## src/gpio_pkg.sv

```systemverilog
/*
  gpio_pkg: register offsets, reset values and field positions for the dual
  8-bit gpio block. Assumes a 32-bit apb slave with word-aligned registers.
*/
package gpio_pkg;
  localparam logic [7:0] off_port_a_data        = 8'h00;
  localparam logic [7:0] off_port_a_direction   = 8'h04;
  localparam logic [7:0] off_analog_select_low  = 8'h08;
  localparam logic [7:0] off_port_b_data        = 8'h0c;
  localparam logic [7:0] off_port_b_direction   = 8'h10;
  localparam logic [7:0] off_analog_select_high = 8'h14;
  localparam logic [7:0] off_pullup_enable_bits = 8'h18;
  localparam logic [7:0] off_change_irq_enable  = 8'h1c;
  localparam logic [7:0] off_option_control     = 8'h20;
  localparam logic [7:0] off_change_status      = 8'h24;
  localparam logic [7:0] off_reset_control      = 8'h28;

  localparam logic [7:0] rst_direction          = 8'hff;
  localparam logic [7:0] rst_analog_low         = 8'hff;
  localparam logic [5:0] rst_analog_high        = 6'h3f;
  localparam logic [7:0] rst_pullup             = 8'hff;
  localparam logic [7:0] rst_change_enable      = 8'h00;
  localparam logic [7:0] rst_option             = 8'hff;
  localparam logic [7:0] rst_latch              = 8'h00;

  localparam int pos_global_pullup_disable      = 7;
  localparam int pos_input_only_a               = 3;
  localparam int pos_change_flag                = 0;
  localparam int pos_sleep_wake                 = 1;
  localparam int pos_soft_reset                 = 0;
  localparam int analog_high_width              = 6;
  // mapping of port-b pins onto the six high analog select bits
  localparam int an_b0 = 4, an_b1 = 2, an_b2 = 0, an_b3 = 1, an_b4 = 3, an_b5 = 5;
endpackage
```

## src/gpio_dual_port.sv

```systemverilog
/*
  gpio_dual_port: two 8-bit general purpose ports behind an apb slave;
  port b adds analog select outputs, weak pull-ups and interrupt-on-change.
  Assumes pins arrive unsynchronised and pins are resolved by the bench
  from the output and output enable signals; presetn is the power-on reset,
  warm resets (external pin, brown-out) arrive on warm_reset_n.
*/
// Chosen here: register access over APB and the address map.
`timescale 1ns/1ns
module gpio_dual_port
  import gpio_pkg::*;
#(
  parameter int width = 8
)
(
  input  wire logic             pclk,
  input  wire logic             presetn,
  input  wire logic             warm_reset_n,
  input  wire logic             psel,
  input  wire logic             penable,
  input  wire logic             pwrite,
  input  wire logic [7:0]       paddr,
  input  wire logic [31:0]      pwdata,
  input  wire logic [3:0]       pstrb,
  output logic      [31:0]      prdata,
  output logic                  pready,
  output logic                  pslverr,
  input  wire logic [width-1:0] port_a_in,
  output logic      [width-1:0] port_a_out,
  output logic      [width-1:0] port_a_oe,
  input  wire logic [width-1:0] port_b_in,
  output logic      [width-1:0] port_b_out,
  output logic      [width-1:0] port_b_oe,
  output logic      [width-1:0] port_b_pullup,
  output logic      [width-1:0] port_b_analog,
  output logic                  port_change_flag,
  output logic                  wake_request
);

////////////////////////////////////////////////////////////////////////////////
  logic [width-1:0] a_sync1;
  logic [width-1:0] a_sync2;
  logic [width-1:0] b_sync1;
  logic [width-1:0] b_sync2;
  logic [width-1:0] port_a_latch;
  logic [width-1:0] port_b_latch;
  logic [width-1:0] port_a_direction;
  logic [width-1:0] port_b_direction;
  logic [width-1:0] analog_select_low;
  logic [analog_high_width-1:0] analog_select_high;
  logic [width-1:0] pullup_enable_bits;
  logic [width-1:0] change_irq_enable_bits;
  logic [7:0]       option_control;
  logic [width-1:0] snapshot;
  logic             warm_sync1;
  logic             warm_sync2;
  logic [width-1:0] a_read;
  logic [width-1:0] b_read;
  logic [width-1:0] b_analog;
  logic [width-1:0] mismatch;
  logic             setup;
  logic             wr;
  logic             reg_write;
  logic             mapped;
  logic             b_access;
  logic             flag_clear;
  logic [31:0]      next_prdata;

////////////////////////////////////////////////////////////////////////////////
  // pins are asynchronous; two stages before anything looks at them
  always_ff @(posedge pclk or negedge presetn)
  begin
    if (!presetn)
    begin
      a_sync1 <= '0;
      a_sync2 <= '0;
    end
    else
    begin
      a_sync1 <= port_a_in;
      a_sync2 <= a_sync1;
    end
  end

  always_ff @(posedge pclk or negedge presetn)
  begin
    if (!presetn)
    begin
      b_sync1 <= '0;
      b_sync2 <= '0;
    end
    else
    begin
      b_sync1 <= port_b_in;
      b_sync2 <= b_sync1;
    end
  end

  // warm reset idles high; a low reset value would fake a warm reset
  always_ff @(posedge pclk or negedge presetn)
  begin
    if (!presetn)
    begin
      warm_sync1 <= 1'b1;
      warm_sync2 <= 1'b1;
    end
    else
    begin
      warm_sync1 <= warm_reset_n;
      warm_sync2 <= warm_sync1;
    end
  end

  // per-pin analog select for port b pins 0 to 5; bits 7:6 tie to zero
  assign b_analog = {2'b00, analog_select_high[an_b5], analog_select_high[an_b4],
                     analog_select_high[an_b3], analog_select_high[an_b2],
                     analog_select_high[an_b1], analog_select_high[an_b0]};

  assign a_read = a_sync2 & ~analog_select_low;
  assign b_read = b_sync2 & ~b_analog;

  // single-cycle apb: reads and errors decode in the setup cycle, writes in the access cycle
  assign setup = psel & ~penable;
  assign wr = psel & penable & pwrite;
  assign reg_write = wr & pstrb[0];
  assign b_access = psel & penable & (paddr == off_port_b_data);
  assign flag_clear = wr & (paddr == off_change_status) & pstrb[0]
                      & ~pwdata[pos_change_flag];

  always_comb
  begin
    mapped = 1'b1;
    next_prdata = '0;
    case (paddr)
      off_port_a_data:        next_prdata[7:0] = a_read;
      off_port_a_direction:   next_prdata[7:0] = port_a_direction;
      off_analog_select_low:  next_prdata[7:0] = analog_select_low;
      off_port_b_data:        next_prdata[7:0] = b_read;
      off_port_b_direction:   next_prdata[7:0] = port_b_direction;
      off_analog_select_high: next_prdata[5:0] = analog_select_high;
      off_pullup_enable_bits: next_prdata[7:0] = pullup_enable_bits;
      off_change_irq_enable:  next_prdata[7:0] = change_irq_enable_bits;
      off_option_control:     next_prdata[7:0] = option_control;
      off_change_status:      next_prdata[1:0] = {wake_request, port_change_flag};
      off_reset_control:      next_prdata = '0;
      default:                mapped = 1'b0;
    endcase
  end

////////////////////////////////////////////////////////////////////////////////
  // bus answer: ready in the first access cycle, error on unmapped address
  always_ff @(posedge pclk or negedge presetn)
  begin
    if (!presetn)
      pready <= 1'b0;
    else
      pready <= setup;
  end

  always_ff @(posedge pclk or negedge presetn)
  begin
    if (!presetn)
      pslverr <= 1'b0;
    else
      pslverr <= setup & ~mapped;
  end

  // read data is zero outside the answer cycle
  always_ff @(posedge pclk or negedge presetn)
  begin
    if (!presetn)
      prdata <= '0;
    else
      prdata <= (setup & ~pwrite) ? next_prdata : '0;
  end

////////////////////////////////////////////////////////////////////////////////
  // configuration registers; all follow the power-on reset only
  always_ff @(posedge pclk or negedge presetn)
  begin
    if (!presetn)
      port_a_direction <= rst_direction;
    else if (reg_write && paddr == off_port_a_direction)
      port_a_direction <= pwdata[7:0];
  end

  always_ff @(posedge pclk or negedge presetn)
  begin
    if (!presetn)
      port_b_direction <= rst_direction;
    else if (reg_write && paddr == off_port_b_direction)
      port_b_direction <= pwdata[7:0];
  end

  always_ff @(posedge pclk or negedge presetn)
  begin
    if (!presetn)
      analog_select_low <= rst_analog_low;
    else if (reg_write && paddr == off_analog_select_low)
      analog_select_low <= pwdata[7:0];
  end

  always_ff @(posedge pclk or negedge presetn)
  begin
    if (!presetn)
      analog_select_high <= rst_analog_high;
    else if (reg_write && paddr == off_analog_select_high)
      analog_select_high <= pwdata[5:0];
  end

  always_ff @(posedge pclk or negedge presetn)
  begin
    if (!presetn)
      pullup_enable_bits <= rst_pullup;
    else if (reg_write && paddr == off_pullup_enable_bits)
      pullup_enable_bits <= pwdata[7:0];
  end

  always_ff @(posedge pclk or negedge presetn)
  begin
    if (!presetn)
      change_irq_enable_bits <= rst_change_enable;
    else if (reg_write && paddr == off_change_irq_enable)
      change_irq_enable_bits <= pwdata[7:0];
  end

  always_ff @(posedge pclk or negedge presetn)
  begin
    if (!presetn)
      option_control <= rst_option;
    else if (reg_write && paddr == off_option_control)
      option_control <= pwdata[7:0];
  end

  // output latches; the write value is already the modified pin image
  // formed by software from a prior read, so the latch takes it whole
  always_ff @(posedge pclk or negedge presetn)
  begin
    if (!presetn)
      port_a_latch <= rst_latch;
    else if (reg_write && paddr == off_port_a_data)
      port_a_latch <= pwdata[7:0];
  end

  always_ff @(posedge pclk or negedge presetn)
  begin
    if (!presetn)
      port_b_latch <= rst_latch;
    else if (reg_write && paddr == off_port_b_data)
      port_b_latch <= pwdata[7:0];
  end

////////////////////////////////////////////////////////////////////////////////
  // snapshot survives warm resets: only power-on clears it
  always_ff @(posedge pclk or negedge presetn)
  begin
    if (!presetn)
      snapshot <= rst_latch;
    else if (b_access)
      snapshot <= b_read;
  end

  // the access cycle itself hides mismatch, like the phase-two window
  assign mismatch = (b_read ^ snapshot) & change_irq_enable_bits
                    & {width{~b_access}};

  // set wins over software clear; warm reset clears flag, mismatch re-sets
  always_ff @(posedge pclk or negedge presetn)
  begin
    if (!presetn)
      port_change_flag <= 1'b0;
    else if (|mismatch)
      port_change_flag <= 1'b1;
    else if (flag_clear || !warm_sync2)
      port_change_flag <= 1'b0;
  end

  always_ff @(posedge pclk or negedge presetn)
  begin
    if (!presetn)
      wake_request <= 1'b0;
    else
      wake_request <= |mismatch | (port_change_flag & ~flag_clear);
  end

////////////////////////////////////////////////////////////////////////////////
  // pin drive: direction governs the driver, port a bit 3 is never driven, analog select does not
  genvar i;
  generate
    for (i = 0; i < width; i++)
    begin : g_pin
      always_ff @(posedge pclk or negedge presetn)
      begin
        if (!presetn)
        begin
          port_a_out[i] <= 1'b0;
          port_a_oe[i] <= 1'b0;
        end
        else
        begin
          port_a_out[i] <= port_a_latch[i];
          port_a_oe[i] <= ~port_a_direction[i] & (i != pos_input_only_a);
        end
      end

      always_ff @(posedge pclk or negedge presetn)
      begin
        if (!presetn)
        begin
          port_b_out[i] <= 1'b0;
          port_b_oe[i] <= 1'b0;
        end
        else
        begin
          port_b_out[i] <= port_b_latch[i];
          port_b_oe[i] <= ~port_b_direction[i];
        end
      end

      // pull-up off for outputs and analog pins; global bit gates all
      always_ff @(posedge pclk or negedge presetn)
      begin
        if (!presetn)
          port_b_pullup[i] <= 1'b0;
        else
          port_b_pullup[i] <= pullup_enable_bits[i] & port_b_direction[i]
                              & ~option_control[pos_global_pullup_disable]
                              & ~b_analog[i];
      end

      always_ff @(posedge pclk or negedge presetn)
      begin
        if (!presetn)
          port_b_analog[i] <= 1'b0;
        else
          port_b_analog[i] <= b_analog[i];
      end
    end
  endgenerate

endmodule

```

## config.mk

```make
export PLATFORM = sky130hd
export DESIGN_NAME = gpio_dual_port
export DESIGN_NICKNAME = d
export VERILOG_FILES = /design/src/gpio_pkg.sv /design/src/gpio_dual_port.sv
export SDC_FILE = /design/constraint.sdc
export NUM_CORES = 1
export LEC_CHECK = 0
export ABC_AREA = 1
export CAP_MARGIN = 40
export CORE_AREA = 2 2 127 129
export CTS_BUF_LIST = sky130_fd_sc_hd__clkbuf_8
export DETAILED_ROUTE_END_ITERATION = 12
export DIE_AREA = 0 0 129 131
export DONT_BUFFER_PORTS = 1
export HOLD_SLACK_MARGIN = 0.15
export PLACE_DENSITY = 0.67
export SLEW_MARGIN = 15
export SYNTH_ARGS = -nofsm -noshare
export SYNTH_HDL_FRONTEND = slang
export SYNTH_SLANG_ARGS = --single-unit
```

## constraint.sdc

```tcl
create_clock -name pclk -period 1.45 [get_ports pclk]
set_input_delay 0.3625 -clock pclk [delete_from_list [all_inputs] [get_ports pclk]]
set_output_delay 0.3625 -clock pclk [all_outputs]
set_load 0.01 [all_outputs]
```

* Yosys cells after proc, flatten, opt, wreduce, memory -nomap -nowiden
Index checks and enable logic that the tools add are counted.
Storage, ports and cells: register bits after elaboration 169, output and inout bits 84, logic and storage cells 167
Operators by class: equal/unequal tests 10, mux-type cells 7, bitwise operators 69, reduce and logical (&&, ||, !) cells 15
Operators with widths (number):
- 4-bit one-hot mux with 9 select lines | 1
- 1-bit AND | 33
- 8-bit AND | 4
- 8-bit by 5-bit equality test with 1-bit output (second input constant) | 4
- 1-bit NOT | 28
- 8-bit by 6-bit equality test with 1-bit output (second input constant) | 3
- 2-bit one-hot mux with 10 select lines | 1
- 8-bit by 4-bit equality test with 1-bit output (second input constant) | 2
- 2-bit one-hot mux with 8 select lines | 1
- 11-bit OR reduction | 1
- 1-bit logical AND | 9
- 8-bit by 3-bit equality test with 1-bit output (second input constant) | 1
- 8-bit logical NOT | 1
- 8-bit 2-to-1 mux | 1
- 6-bit NOT with 8-bit output | 1
- 8-bit NOT | 1
- 8-bit OR reduction | 1
- 8-bit XOR | 1
- 1-bit 2-to-1 mux | 3
- 2-bit nonzero test | 1
- 1-bit logical NOT | 1
- 1-bit logical OR | 1
- 1-bit bitwise OR | 1

* Depth between registers and ports, before layout
word-level depth 8, depth in mapped cells 10

* Worst setup path after synthesis
Ideal clock, no wire load.
path type input-to-reg, from in paddr[1], to reg port_a_latch[5], library setup time 128 ps, arrival 1200 ps, data required time 1322 ps, setup slack 123 ps, cell stages on the path 7, cells stage by stage nor2_2 nand2_2 nor2_4 nand2_4 buf_6 nand2_1 o21ai_1
On the way: longest elaborated chain between the ends 2
RTL lines:
- from (decl) | RTL line gpio_dual_port.sv:22 | input wire logic [7:0] paddr,
- 8-bit logical NOT | RTL line gpio_dual_port.sv:241 | else if (reg_write && paddr == off_port_a_data)
- 1-bit logical AND | RTL line gpio_dual_port.sv:241
- to (signal assigned) | RTL line gpio_dual_port.sv:240 | port_a_latch <= rst_latch;
- to (signal assigned) | RTL line gpio_dual_port.sv:242 | port_a_latch <= pwdata[7:0];
- to (decl) | RTL line gpio_dual_port.sv:45 | logic [width-1:0] port_a_latch;
No other way between the ends. A chain may end at the register's enable or synchronous reset.

* Final worst setup path
from reg analog_select_high[3], to reg port_change_flag
On the way: longest elaborated chain between the ends 7
RTL lines:
- from (decl) | RTL line gpio_dual_port.sv:50 | logic [analog_high_width-1:0] analog_select_high;
- from (signal assigned) | RTL line gpio_dual_port.sv:206 | analog_select_high <= rst_analog_high;
- from (signal assigned) | RTL line gpio_dual_port.sv:208 | analog_select_high <= pwdata[5:0];
- 6-bit NOT with 8-bit output (*) | RTL line gpio_dual_port.sv:120 | assign b_read = b_sync2 & ~b_analog;
- 8-bit AND (*) | RTL line gpio_dual_port.sv:120
- 8-bit XOR (*) | RTL line gpio_dual_port.sv:264 | assign mismatch = (b_read ^ snapshot) & change_irq_enable_bits
- 8-bit AND (*) | RTL line gpio_dual_port.sv:264
- 8-bit AND (*) | RTL line gpio_dual_port.sv:265 | & {width{~b_access}};
- 8-bit OR reduction (*) | RTL line gpio_dual_port.sv:272 | else if (|mismatch)
- 1-bit 2-to-1 mux / 2-bit nonzero test (equally long branches)
- to (signal assigned) | RTL line gpio_dual_port.sv:271 | port_change_flag <= 1'b0;
- to (signal assigned) | RTL line gpio_dual_port.sv:273 | port_change_flag <= 1'b1;
- to (signal assigned) | RTL line gpio_dual_port.sv:275 | port_change_flag <= 1'b0;
- to (decl) | RTL line gpio_dual_port.sv:36 | output logic port_change_flag,
Every way passes the cells marked *; elsewhere a longest branch is shown, timed or not.

==> results.cfg <==
[logic_synthesis]
async_flop_share = 1.00
synth_mux_area_frac = 0
ys_top_cells_by_count = nand2_1 (179), dfrtp_1 (121), inv_1 (68), o21ai_1 (61), nand3_1 (51)
synth_flop_cell = dfrtp_1
ys_warn_count = 0
ys_seq_elements = 169
synth_top_family_by_area = simple AND/OR/NAND/NOR gates
synthSimpleGateAreaFrac = 0.207
ys_types = 29
synth-xor-area-share = 0
synth_cells = 696
synth-compound-area-share = 0.0779
syn_area_per_cell_um2 = 9.83
synth_area_um2 = 6840
synth_top_area_frac = 0.443
synth_fa_ha_area_frac = 0
synthMostInstantiatedCell = nand2_1
synth-edff-count = 0
ys_seq_area_frac = 0.627
yosys.area.top_type = dfrtp_1
synth_area_leaders = dfrtp_1 (44%), dfstp_2 (18%), nand2_1 (9.8%)

[placement]
dp_hpwl_um = 11300
gp_congestion = 0.959
place_area_um2 = 7180
portBuffers = 0
pre_cts_slack_ps = -98.8

[setup_path]
reg2reg_depth = 9
critical_path_peak_fanout = 3
worst_ep_arrival_time_ps = 1690
start_kind = flop
end_kind = flop
worstSetupPathType = flop to flop
reg2reg_slack_ps = 120
r2r-start = analog_select_high[3]
cp_data_required_time_ps = 1820
rr_endpoint = port_change_flag

[floorplan]
ios = 150
chipWidth_um = 129
core_area_um2 = 15600
dieArea_um2 = 16900
start_util = 0.438
fp.dieH_um = 131
rows = 46

[grt]
grt_pass1_vias = 4506
grt_start_max_net_pins = 170
grtUsageTotal = 0.207
grt_pass1_wl_um = 25500
antenna_found_initial = 0
overflow = 0

[sta]
fin_ws_ps = 124
fmax_mhz = 754
worst_pin_slew_ps = 524
hold_violations = 169
slew_headroom = 0.650
slew_violations = 0
min_period_over_period = 0.914
rsz0062_at_grt = no
period_minus_slack_ps = 1330
clock_skew_ps = 13.9
setup_violations = 0
whs_ps = -421

[pwr]
clkPwrFrac = 0.398
seq_power_share = 0.564
p_switching_w = 0.00208
p_sw_frac = 0.241
p_per_area_nw_per_um2 = 1100
p_leak_nw = 3.59
peakVddDrop_v = 0.000535
p_int_w = 0.00654
p_comb_frac = 0.039

[routing]
drtIter0Drc = 462
via_per_inst = 4.81
ant_nets = 0
num_vias = 4706
wl_per_cell_um = 16.7
drc = 0
drtPass1Iterations = 6
routed_wl_um = 16300

[clock_tree]
cts_tree = done
postCtsHoldBufs = 20
numCtsBuffers = 17
clkTransAtPathRegs_ps = 90
cts.sinks = 169
cts_root_buffer = clkbuf_8
clock_path_buffers = 2
clk-insertion-delay-late_ps = 470
h-tree-depth = 4

[cells_and_area]
fin_area_um2 = 7810
layout-drive-gt1-share = 0.223
nNetsFinal = 815
fill_cells = 1446
antenna_cells = 0
area_growth_pct = 14.2

[status]
violations = negative hold slack
status = finished with violations

[job]
cap_violations = 0

[hold_path]
hold_class = primary input to asynchronous set/reset pin
cell type report:
type | instances | area, µm² | area share
clock inverters | 14 | 158 | 0.0202
inverters | 74 | 278 | 0.0356
multi-input cells | 436 | 2070 | 0.266
repair buffers | 51 | 495 | 0.0634
well taps | 216 | 270 | 0.0346
flip-flops and latches | 169 | 4290 | 0.549
clock buffers | 18 | 248 | 0.0317
logic make-up after synthesis:
logic type,Yosys count
other,1
AOI/OAI and AO/OA,95
buffers and inverters,117
and+or+nand+nor,314
DFF,169
worst max path at each step:
stage | endpoint | cells after the start | start | slack [ps]
floorplan | port_a_latch[5] | 7 | paddr[1] | 120
global placement | change_irq_enable_bits[2] | 9 | paddr[0] | -100
detailed placement | option_control[7] | 5 | paddr[1] | -100
CTS | port_change_flag | 9 | analog_select_high[3] | 8
global route | port_change_flag | 9 | analog_select_high[4] | 4
finish | port_change_flag | 9 | analog_select_high[3] | 120
layer usage:
metal | vias up | wire length, µm | part of all wire | track usage
li1 | 2251 | - | - | -
met1 | 2269 | 7230 | 0.44 | 0.278
met2 | 159 | 7880 | 0.48 | 0.331
met3 | 27 | 888 | 0.054 | 0.0444
met4 | 0 | 352 | 0.022 | 0.0838
met5 | - | 0 | 0 | 0
cells in the final DEF (no fill, tap or decap), drive strengths merged:
cell	n
nand2	194
dfrtp	121
o21ai	86
inv	80
nor2	55
nand3	53
dfstp	48
buf	31
conb	27
dlygate4sd3	20
clkbuf	18
nor3	9
clkinv	5
a21oi	4
o31ai	3
o211ai	2
bufinv	2
or2	1
nand4	1
nand3b	1
clkinvlp	1
stage by stage:
stage          hold slack, ps  TNS [ps]  instances  total power [W]  utilization
2_1_floorplan            66.9         0        722          0.00517            -
4_1_cts                  -451         0        978          0.00871        0.499
3_3_place_gp             72.3     -2850        926          0.00523        0.461
5_1_grt                  -452         0        978          0.00899        0.501
3_5_place_dp             70.8     -4480        926          0.00524        0.461
6_report                 -421         0        978          0.00862        0.501
repair_timing:
item	in CTS	in global routing
setup buffers	0	0
endpoints found under the setup margin	0	2
gates resized for setup	0	9
endpoints found under the hold margin	189	169
power groups by stage:
| stage | Combinational (W) | Sequential, W | Clock (W) |
|---|---|---|---|
| floorplan | 0.000231 | 0.00494 | 0 |
| global placement | 0.000280 | 0.00495 | 0 |
| detailed placement | 0.000286 | 0.00495 | 0 |
| CTS | 0.000329 | 0.00486 | 0.00352 |
| global route | 0.000367 | 0.00487 | 0.00375 |
| finish | 0.000335 | 0.00486 | 0.00343 |
critical path, cell delays in order (launching register included):
cell     delay [ps]
dfstp_2         550
inv_1            40
nand2_1          60
nand2_1          70
nand3_2          80
o21ai_2          60
nor2_1          110
nand2_1         110
nand2_1         100
nand2_1          60
Note: power is estimated with default switching activity, not from simulation.
